===== config.mk =====
export PLATFORM = sky130hd
export DESIGN_NAME = sram_host_ctrl
export DESIGN_NICKNAME = d
export VERILOG_FILES = /design/src/common/sram_host_pkg.sv /design/src/design/sram_host_ctrl.sv /design/src/design/sram_wait_counter.sv
export VERILOG_INCLUDE_DIRS = /design/src /design/src/common
export SDC_FILE = /design/constraint.sdc
export NUM_CORES = 1
export LEC_CHECK = 0
export BUFFER_PORTS_ARGS = -buffer_cell sky130_fd_sc_hd__buf_2
export CAP_MARGIN = 20
export CORE_UTILIZATION = 44
export CTS_CLUSTER_SIZE = 12
export DETAILED_ROUTE_END_ITERATION = 16
export PLACE_DENSITY_LB_ADDON = 0.1
export SLEW_MARGIN = 10
export SYNTH_ARGS = -nofsm -noshare
export SYNTH_HDL_FRONTEND = slang
export SYNTH_SLANG_ARGS = --single-unit
export TNS_END_PERCENT = 10

===== constraint.sdc =====
create_clock -name ref_clk_i -period 2.2 [get_ports ref_clk_i]
set_clock_uncertainty 0.15 [all_clocks]
set_input_delay 0.44 -clock ref_clk_i [delete_from_list [all_inputs] [get_ports ref_clk_i]]
set_output_delay 0.44 -clock ref_clk_i [all_outputs]
set_load 0.02 [all_outputs]

===== src/common/sram_host_defines.svh =====
`ifndef SRAM_HOST_DEFINES_SVH
`define SRAM_HOST_DEFINES_SVH

// ---------------------------------------------------------------
// clock
// ---------------------------------------------------------------
`define REF_CLK_MHZ        50
`define REF_CLK_PERIOD_NS  20

// ---------------------------------------------------------------
// pin widths and lane positions
// ---------------------------------------------------------------
`define SRAM_ADDR_W        18
`define SRAM_DATA_W        16
`define SRAM_LANES         2
`define SRAM_LANE_LO       0
`define SRAM_LANE_HI       1
`define SRAM_LANES_OFF     2'h3

// ---------------------------------------------------------------
// timing: figures in their own unit, cycle counts derived
// ---------------------------------------------------------------
`define SRAM_TPOWER_US     100
`define SRAM_POWERUP_CYC   (`SRAM_TPOWER_US * `REF_CLK_MHZ)
`define SRAM_TAA_NS        20
`define SRAM_RD_CYC        ((`SRAM_TAA_NS + `REF_CLK_PERIOD_NS - 1) / `REF_CLK_PERIOD_NS)
`define SRAM_TPWE_NS       10
`define SRAM_WR_CYC        ((`SRAM_TPWE_NS + `REF_CLK_PERIOD_NS - 1) / `REF_CLK_PERIOD_NS)
`define SRAM_WAIT_W        13

`endif


===== src/common/sram_host_pkg.sv =====
package sram_host_pkg;

  // ---------------------------------------------------------------
  // controller sequence
  // ---------------------------------------------------------------
  typedef enum logic [2:0] {
    ST_POWERUP  = 3'b000,
    ST_IDLE     = 3'b001,
    ST_RD       = 3'b010,
    ST_WR_SETUP = 3'b011,
    ST_WR_PULSE = 3'b100,
    ST_WR_HOLD  = 3'b101
  } ctrl_state_t;

endpackage : sram_host_pkg


===== src/design/sram_host_ctrl.sv =====
`timescale 1ns/1ps
`include "sram_host_defines.svh"

// Operation
// A high chip select deselects the memory, so the controller holds it high between accesses.
// With chip select low, the write strobe is driven low for a write and held high for a read.
// An 18-bit word address is presented and held steady for the whole access.
// The 16 shared data lines carry controller data on writes and memory data on reads.
// The upper lane select gates bits 15..8 and the lower lane select gates bits 7..0.
// The memory drives the data lines only while output enable is low.
// The memory starts a write only while chip select and write strobe are both low.
// A write ends at whichever of chip select or write strobe rises first.
// Write data setup and hold are timed against the rising edge that ends the write.
// No access is issued until 100 us after power is good.
// On a read only lanes whose select is low drive data.
// On a write output enable is ignored and only selected lanes store data.
// Selected with output enable and write strobe high, no lane is driven.
module sram_host_ctrl
  import sram_host_pkg::*;
#(
  parameter int ADDR_W      = `SRAM_ADDR_W,
  parameter int DATA_W      = `SRAM_DATA_W,
  parameter int POWERUP_CYC = `SRAM_POWERUP_CYC,
  parameter int RD_CYC      = `SRAM_RD_CYC,
  parameter int WR_CYC      = `SRAM_WR_CYC,
  parameter int WAIT_W      = `SRAM_WAIT_W
) (
  input  wire logic              ref_clk_i,
  input  wire logic              nrst_i,
  input  wire logic              req_valid_i,
  input  wire logic              req_write_i,
  input  wire logic [ADDR_W-1:0] req_addr_i,
  input  wire logic [DATA_W-1:0] req_wdata_i,
  input  wire logic [1:0]        req_lane_en_i,
  output logic                   req_ready_o,
  output logic                   rsp_valid_o,
  output logic [DATA_W-1:0]      rsp_rdata_o,
  output logic [ADDR_W-1:0]      word_addr_o,
  output logic                   chip_sel_n_o,
  output logic                   write_strobe_n_o,
  output logic                   out_enable_n_o,
  output logic                   upper_lane_select_n_o,
  output logic                   lower_lane_select_n_o,
  input  wire logic [DATA_W-1:0] shared_data_i,
  output logic [DATA_W-1:0]      shared_data_o,
  output logic                   shared_data_oe_o
);

  // ---------------------------------------------------------------
  // helpers
  // ---------------------------------------------------------------
  function automatic logic [WAIT_W-1:0] wait_of(input int cyc);
    wait_of = WAIT_W'(cyc - 1);
  endfunction : wait_of

  function automatic logic [DATA_W-1:0] lane_mask(input logic [1:0] en);
    lane_mask = {{(DATA_W/2){en[`SRAM_LANE_HI]}},
                 {(DATA_W/2){en[`SRAM_LANE_LO]}}};
  endfunction : lane_mask

  // ---------------------------------------------------------------
  // sequence state
  // ---------------------------------------------------------------
  ctrl_state_t       state_r;
  ctrl_state_t       state_nxt;
  logic              wait_done;
  logic              wait_load;
  logic [WAIT_W-1:0] wait_val;
  logic              accept;
  logic [1:0]        lane_en_r;

  assign accept    = (state_r == ST_IDLE) && req_valid_i;
  assign wait_load = (state_nxt != state_r);
  assign wait_val  = (state_nxt == ST_RD) ? wait_of(RD_CYC)
                                          : wait_of(WR_CYC);

  // counter comes out of reset already loaded with the power-up wait
  sram_wait_counter #(
    .WIDTH     (WAIT_W),
    .RESET_VAL (WAIT_W'(POWERUP_CYC - 1))
  ) u_wait (
    .ref_clk_i (ref_clk_i),
    .nrst_i    (nrst_i),
    .load_i    (wait_load),
    .value_i   (wait_val),
    .done_o    (wait_done)
  );

  always_comb begin
    state_nxt = state_r;
    case (state_r)
      ST_POWERUP:  if (wait_done) state_nxt = ST_IDLE;
      ST_IDLE: begin
        if (accept) begin
          state_nxt = req_write_i ? ST_WR_SETUP : ST_RD;
        end
      end
      ST_RD:       if (wait_done) state_nxt = ST_IDLE;
      ST_WR_SETUP: state_nxt = ST_WR_PULSE;
      ST_WR_PULSE: if (wait_done) state_nxt = ST_WR_HOLD;
      ST_WR_HOLD:  state_nxt = ST_IDLE;
      default:     state_nxt = ST_IDLE;
    endcase
  end

  always_ff @(posedge ref_clk_i or negedge nrst_i) begin
    if (!nrst_i) begin
      state_r <= ST_POWERUP;
    end else begin
      state_r <= state_nxt;
    end
  end

  // ---------------------------------------------------------------
  // control pins, all registered from the next state
  // ---------------------------------------------------------------
  always_ff @(posedge ref_clk_i or negedge nrst_i) begin
    if (!nrst_i) begin
      chip_sel_n_o     <= 1'b1;
      write_strobe_n_o <= 1'b1;
      out_enable_n_o   <= 1'b1;
      shared_data_oe_o <= 1'b0;
      req_ready_o      <= 1'b0;
    end else begin
      // deselect whenever idle so stray pin levels do nothing
      chip_sel_n_o     <= (state_nxt == ST_IDLE) ||
                          (state_nxt == ST_POWERUP);
      write_strobe_n_o <= (state_nxt != ST_WR_PULSE);
      // output enable stays high on writes to avoid a bus fight
      out_enable_n_o   <= (state_nxt != ST_RD);
      shared_data_oe_o <= (state_nxt == ST_WR_SETUP) ||
                          (state_nxt == ST_WR_PULSE) ||
                          (state_nxt == ST_WR_HOLD);
      req_ready_o      <= (state_nxt == ST_IDLE);
    end
  end

  // ---------------------------------------------------------------
  // address, lanes and write data, latched at acceptance
  // ---------------------------------------------------------------
  always_ff @(posedge ref_clk_i or negedge nrst_i) begin
    if (!nrst_i) begin
      word_addr_o           <= '0;
      shared_data_o         <= '0;
      lane_en_r             <= 2'h0;
      upper_lane_select_n_o <= 1'b1;
      lower_lane_select_n_o <= 1'b1;
    end else if (accept) begin
      word_addr_o           <= req_addr_i;
      shared_data_o         <= req_wdata_i;
      lane_en_r             <= req_lane_en_i;
      upper_lane_select_n_o <= !req_lane_en_i[`SRAM_LANE_HI];
      lower_lane_select_n_o <= !req_lane_en_i[`SRAM_LANE_LO];
    end else if (state_nxt == ST_IDLE) begin
      {upper_lane_select_n_o, lower_lane_select_n_o} <= `SRAM_LANES_OFF;
    end
  end

  // ---------------------------------------------------------------
  // response
  // ---------------------------------------------------------------
  always_ff @(posedge ref_clk_i or negedge nrst_i) begin
    if (!nrst_i) begin
      rsp_valid_o <= 1'b0;
      rsp_rdata_o <= '0;
    end else begin
      rsp_valid_o <= ((state_r == ST_RD) && wait_done) ||
                     (state_r == ST_WR_HOLD);
      if ((state_r == ST_RD) && wait_done) begin
        // unselected lanes float, so they read back as zero
        rsp_rdata_o <= shared_data_i & lane_mask(lane_en_r);
      end else if (state_r == ST_WR_HOLD) begin
        rsp_rdata_o <= '0;
      end
    end
  end

  // ---------------------------------------------------------------
  // assertions
  // ---------------------------------------------------------------
  logic [WAIT_W-1:0] since_rst_r;

  always_ff @(posedge ref_clk_i or negedge nrst_i) begin
    if (!nrst_i) begin
      since_rst_r <= '0;
    end else if (since_rst_r != {WAIT_W{1'b1}}) begin
      since_rst_r <= since_rst_r + WAIT_W'(1);
    end
  end
endmodule : sram_host_ctrl


===== src/design/sram_wait_counter.sv =====
`timescale 1ns/1ps
module sram_wait_counter #(
  parameter int               WIDTH     = 13,
  parameter logic [WIDTH-1:0] RESET_VAL = '0
) (
  input  wire logic             ref_clk_i,
  input  wire logic             nrst_i,
  input  wire logic             load_i,
  input  wire logic [WIDTH-1:0] value_i,
  output logic                  done_o
);

  logic [WIDTH-1:0] cnt_r;

  // reset value lets the same counter time the power-up wait
  always_ff @(posedge ref_clk_i or negedge nrst_i) begin
    if (!nrst_i) begin
      cnt_r <= RESET_VAL;
    end else if (load_i) begin
      cnt_r <= value_i;
    end else if (cnt_r != '0) begin
      cnt_r <= cnt_r - WIDTH'(1);
    end
  end

  assign done_o = (cnt_r == '0);

endmodule : sram_wait_counter


==> qor.txt, run 1 <==
Clock H-tree levels = 3
Final Cell Area = 4240 µm²
Port bufs = 113
Share of cells above drive strength 1 = 0.408
Worst Path Max Fanout = 4
Post-synthesis compound-gate area fraction = 0.111
R2R Path End = lower_lane_select_n_o$_DFFE_PN1P_
Clk buf depth = 2
Grt ovf = 0
Placed Instances = 527
Number of buffers created by CTS = 9
Yosys warns = 0
Hold Crit Endpoint = word_addr_o[6]$_DFFE_PN0P_
R2R Setup Slk = -0.03 ns
Post-Synth Simple-Gate Area = 0.228
Ports = 114
Core area = 6790 µm²
ANT nets after route = 0
CP Launch Type = register
Pleak = 2.30 nW
Max Cap Viol = 0
DIE HEIGHT = 86.0 µm
Synthesized area per cell = 10.1 µm²
Worst vdd ir = 0.611 mV
Gr usage total = 0.202
Fmax = 448 MHz
Fin Setup TNS = -0.0495 ns
Final Non-Filler Cells = 545
Endpoints failing setup = 2
Outcome = finished with violations
Layout Nets = 501
Fillcell total = 612
P&R area growth vs syn = 36.4%
Synth Area in XOR/XNOR = 0.00846
Top FF cell, synth = dfrtp_1
Critical path, cell by cell = inv_2, ha_4, or3b_4, or4_4, a211o_1, o21ai_1
Cell Area, Synth = 3110 µm²
Synth Area in Adders = 0.00403
Final hold viol count = 0
Placement Rows = 30
CP max stage delay = 0.57 ns
Unique masters post-synth = 41
DP Area = 3970 µm²
Storage cell area = 1920 µm²
WP data arrival = 2.35 ns
Power share of the sequential group = 0.387
Worst Setup End Kind = register
Die X = 86.0 µm
Max_slew headroom = 0.658
CTS tree = done
Fin. max-slew vios = 0
DRC = 0
Mux share of post-synthesis cell area = 0
Main combinational cell family by area after synthesis = simple AND/OR/NAND/NOR gates
Hold depth = 3
Failing checks = negative setup slack
Root Driver = clkbuf_8
Via density = 4.87
Switching pwr = 2.19 mW
PwrDens = 1330 nW/µm²
Slew @ Worst Pin = 0.513 ns
Net Count, Synth = 364
Worst Min Path Start = req_addr_i[6]
Initial DRC Count = 130
Number of synthesized register bits = 76
Fin crit share = 1.01
WL final = 7120 µm
Multi-input gate area = 1130 µm²
FF-to-FF Start = u_wait.cnt_r[0]$_DFFE_PN1P_
Overall power = 5.61 mW
EDFF count, synth = 0
RD Place Congestion = 0.802
Clk_lat worst skew = 0.34 ns
Worst hold path class = input pin to register
Hpwl dp = 5060 µm
Die ar. = 7400 µm²
CP max stage cell = or4_4
RSZ-0062 raised after global routing = true
R2R cell count = 6
Reg clk slew, reported paths = 0.08 ns
Vias in the first global route = 2537
First drt pass iteration count = 4
Synth async-reset ratio = 1.00
Register area share after synthesis = 0.617
Initial Util = 0.457
CP required = 2.32 ns
Sw Ratio = 0.391
Tmin final = 2.23 ns
Antenna violations before repair = 0
Clock sink count = 76
P_int = 3.42 mW
WS Path Type = register to register
Clock power share = 0.208
Pin count of the biggest net entering global routing = 40
Global-route wire length before repair = 11600 µm
Gate count of the mapped netlist = 307
Gate power share = 0.405
Worst setup margin = -0.0324 ns
Total number of vias = 2656
ANT cells = 0
Wire per inst = 13.1 µm
==> sequential cells by signal, summed over array words and instances (netlist names) <==
register and count:
rsp_valid_o 1, shared_data_oe_o 1, lower_lane_select_n_o 1, state_r 3
write_strobe_n_o 1, chip_sel_n_o 1, upper_lane_select_n_o 1, out_enable_n_o 1
u_wait.cnt_r 13, req_ready_o 1, rsp_rdata_o 16, shared_data_o 16
lane_en_r 2, word_addr_o 18
==> power groups by stage <==
| stage | registers, mW | clock network, mW | logic (mW) |
|---|---|---|---|
| final | 2.17 | 1.17 | 2.27 |
| after global routing | 2.24 | 1.26 | 2.49 |
| after CTS | 2.18 | 1.19 | 2.26 |
| after detailed placement | 2.19 | 0 | 2.26 |
| after global placement | 2.20 | 0 | 2.20 |
| after floorplan | 2.74 | 0 | 0.894 |
==> Yosys cell counts, types with 3 or more instances <==
cell      number  area (µm²)
inv_1          6        22.5
nand2_1      115         432
clkbuf_1      10        37.5
nor2_1        11        41.3
a21oi_1       12        60.1
or3_1          4        25.0
nor3_1         5        25.0
o31ai_1        5        37.5
a22o_1        17         149
or4_1          5        37.5
dfstp_2       12         315
buf_2          3        15.0
dfrtp_1       64        1600
==> repair_timing <==
| item | 4_1_cts | 5_1_grt |
|---|---|---|
| pin swaps | 2 | 1 |
| hold buffers | 1 | 0 |
| cloned | 0 | 0 |
| buffers inserted | 0 | 1 |
| gates resized for setup | 0 | 5 |
| endpoints found under the hold margin | 29 | 0 |
| setup endpoints to repair | 7 | 27 |
==> metrics by stage <==
| step | utilization | hold WS, ns | worst slack (ns) |
|---|---|---|---|
| 6_report | 0.623 | 0.133 | -0.0324 |
| 5_1_grt | 0.623 | 0.119 | -0.0753 |
| 4_1_cts | 0.618 | 0.119 | -0.0398 |
| 3_5_place_dp | 0.585 | 0.302 | -0.0368 |
| 3_3_place_gp | 0.585 | 0.299 | 0.0157 |
| 2_1_floorplan | - | -0.00559 | -0.0436 |
==> routing by layer <==
| metal | global-route usage | vias up | wire length (µm) |
|---|---|---|---|
| li1 | - | 1303 | - |
| met1 | 0.261 | 1255 | 3230 |
| met2 | 0.320 | 90 | 3350 |
| met3 | 0.0626 | 8 | 457 |
| met4 | 0.0742 | 0 | 82 |
| met5 | 0 | - | 0 |
==> critical path: cells and delay by family (launching register included) <==
family          cells  cell delay, ns
buf+inv             1            0.07
compound gates      2            0.47
simple gates        2            0.98
fa+ha+maj           1            0.12
flops               1            0.38
==> area by class of cell <==
cell class                      instances  area share
Clock inverter                          4      0.0171
Tap cell                               96      0.0284
Timing Repair Buffer                  142       0.195
Multi-Input combinational cell        209       0.267
Sequential cell                        76       0.453
Inverter                                6     0.00532
Clock buffer                           12      0.0343
==> logic make-up after synthesis <==
group                    after synthesis
AO/OA/AOI/OAI                         47
buffers and inverters                 22
flip-flops                            76
adder cells (fa/ha/maj)                1
XOR/XNOR                               3
AND/OR/NAND/NOR                      158
==> worst max path at each step <==
stage | slack [ns] | from | end
floorplan | -0.04 | u_wait.cnt_r[0]$_DFFE_PN1P_ | lower_lane_select_n_o$_DFFE_PN1P_
global placement | 0.02 | u_wait.cnt_r[0]$_DFFE_PN1P_ | lower_lane_select_n_o$_DFFE_PN1P_
detailed placement | -0.04 | u_wait.cnt_r[0]$_DFFE_PN1P_ | lower_lane_select_n_o$_DFFE_PN1P_
CTS | -0.04 | u_wait.cnt_r[1]$_DFFE_PN1P_ | lower_lane_select_n_o$_DFFE_PN1P_
global route | -0.08 | u_wait.cnt_r[0]$_DFFE_PN1P_ | lower_lane_select_n_o$_DFFE_PN1P_
finish | -0.03 | u_wait.cnt_r[0]$_DFFE_PN1P_ | lower_lane_select_n_o$_DFFE_PN1P_
==> cell usage in the layout (no fill, tap or decap), types with 4 or more instances in the layout <==
| cell | n |
|---|---|
| dfstp_2 | 12 |
| o31ai_1 | 5 |
| inv_1 | 4 |
| a22o_1 | 17 |
| buf_4 | 26 |
| dfrtp_1 | 64 |
| nor2_1 | 11 |
| clkbuf_8 | 10 |
| nor3_1 | 5 |
| or3_1 | 4 |
| buf_2 | 112 |
| a21oi_1 | 10 |
| nand2_1 | 115 |
| or4_1 | 4 |
No activity file was read; power rests on OpenSTA's default activity.
==> run 2: changes to the inputs <==
- CAP_MARGIN: 20 -> 25
- CORE_UTILIZATION: 44 -> 30
==> run 2 against run 1 <==
Effect of this change:
- sequential share of layout area decreased by 0.54 points
- the flow still finishes with violations (negative setup slack)
- non-clock buffer count decreased by 2
- utilization decreased by 19 points
- flip-flop and latch count unchanged
- final cell count increased by 6.4%
- count of clock-buffer cells in the layout decreased by 1
- power increased by 1.7%
- fmax decreased by 1.5%
- clock power about the same
==> qor.txt, run 2 (same netlist as run 1, synthesis figures left out) <==
Initial Util = 0.313
Initial DRC Count = 73
Reg clk slew, reported paths = 0.09 ns
Multi-input gate area = 1140 µm²
Die ar. = 10800 µm²
Clk buf depth = 2
Die X = 104 µm
Total number of vias = 2564
Largest registers = word_addr_o (18), rsp_rdata_o (16), shared_data_o (16)
Hold depth = 3
Commonest non-fill, non-tap cells in the layout = nand2_1 (115), buf_2 (112), dfrtp_1 (64), buf_4 (24), a22o_1 (17)
Worst setup margin = -0.0670 ns
Max Cap Viol = 0
DRC = 0
Fillcell total = 1036
Antenna violations before repair = 0
Pre-CTS setup slack = -0.0373 ns
Reg with most FFs = word_addr_o
R2R Setup Slk = -0.07 ns
CP max stage delay = 0.58 ns
Buffers and inverters on the worst path = 0
Layout Nets = 499
Most frequent CP cell = or4_4
Pin count of the biggest net entering global routing = 41
Worst Path Max Fanout = 4
WL final = 7730 µm
Wire per inst = 13.3 µm
CP max stage cell = or4_4
RSZ-0062 raised after global routing = true
Pleak = 2.29 nW
Hold Crit Endpoint = shared_data_o[1]$_DFFE_PN0P_
Endpoints failing setup = 4
Final Cell Area = 4290 µm²
CP Launch Type = register
DP Area = 4000 µm²
Fin crit share = 1.03
Final hold viol count = 0
Outcome = finished with violations
Number of buffers created by CTS = 9
Clock sink count = 76
Hpwl dp = 5420 µm
DIE HEIGHT = 104 µm
Final core utilization = 0.433
CP required = 2.33 ns
First drt pass iteration count = 4
WP data arrival = 2.39 ns
Vias in the first global route = 2598
Crit path from = u_wait.cnt_r[4]$_DFFE_PN0P_
Slew @ Worst Pin = 0.439 ns
Largest register FFs = 18
Failing checks = negative setup slack
Share of cells above drive strength 1 = 0.409
Core area = 9910 µm²
Family with the most delay on the worst path = simple AND/OR/NAND/NOR gates
Worst Min Path Start = req_wdata_i[1]
WS Path Type = register to register
Port bufs = 113
Gr usage total = 0.153
Root Driver = clkbuf_8
CTS tree = done
Commonest non-fill, non-tap cell in the layout = nand2_1
R2R Path End = lower_lane_select_n_o$_DFFE_PN1P_
R2R cell count = 4
Global-route wire length before repair = 12900 µm
Worst vdd ir = 0.562 mV
Critical Path Stages = 4
ANT cells = 0
Critical path, cell by cell = or4_4, or4_4, a211o_4, o21ai_2
Via density = 4.42
Storage cell area = 1920 µm²
Worst Setup End Kind = register
Fin Setup TNS = -0.173 ns
PwrDens = 1330 nW/µm²
Placement Rows = 36
Worst hold path class = input pin to register
Max_slew headroom = 0.705
Ports = 114
Tmin final = 2.27 ns
Clock H-tree levels = 3
FF-to-FF Start = u_wait.cnt_r[4]$_DFFE_PN0P_
Fin. max-slew vios = 0
Clk_lat worst skew = 0.34 ns
ANT nets after route = 0
Final hold slack = 0.127 ns
Fmax = 441 MHz
RD Place Congestion = 0.771
Grt ovf = 0
P&R area growth vs syn = 38.0%
[run 2: changes by cell type in the layout (fill, tap and decap cells not counted), moves of 2 or more]
cell,before,now
a21oi_2,2,0
o21ai_2,0,2
a21oi_1,10,12
buf_4,26,24
o21ai_1,2,0
[run 2: worst max path at each step]
stage                                        endpoint  slack (ns)
CTS                 lower_lane_select_n_o$_DFFE_PN1P_       -0.05
detailed placement  lower_lane_select_n_o$_DFFE_PN1P_       -0.04
global route        upper_lane_select_n_o$_DFFE_PN1P_       -0.09
finish              lower_lane_select_n_o$_DFFE_PN1P_       -0.07
floorplan           lower_lane_select_n_o$_DFFE_PN1P_       -0.04
global placement    lower_lane_select_n_o$_DFFE_PN1P_        0.02
[run 2: per-stage QoR]
stage                     cells  total power [mW]
after CTS                   576              5.74
after floorplan             307              3.63
after global placement      559              4.47
final                       580              5.71
after detailed placement    559              4.50
after global routing        580              6.12
[run 2: worst min-delay path, stage by stage]
cell and delay (ns):
buf_2 0.07, nand2_1 0.04, nand2_1 0.04
[run 2: where the power goes]
group	leakage [nW]	switching (mW)	internal [mW]
registers	0.949	0.265	1.91
logic	1.23	1.47	0.855
clock network	0.106	0.530	0.675
[run 2: metal layers]
metal | share of wire | vias up | global-route usage
met3 | 0.061 | 7 | 0.0617
met5 | 0 | - | 0
met2 | 0.45 | 73 | 0.242
met4 | 0.0076 | 0 | 0.0398
met1 | 0.48 | 1192 | 0.194
li1 | - | 1292 | -
[run 2: final cells by class]
class	instances	area share
well taps	133	0.0388
multi-input cells	209	0.267
flip-flops and latches	76	0.447
repair buffers	140	0.189
clock inverters	5	0.0196
clock buffers	11	0.0330
inverters	6	0.00525
[run 2: timing repair]
action	in CTS	in global routing
hold buffers	1	0
pin swaps	1	6
gates cloned	0	0
gates resized for setup	0	5
endpoints found under the setup margin	14	29
hold endpoints to repair	22	0
setup buffers	0	4
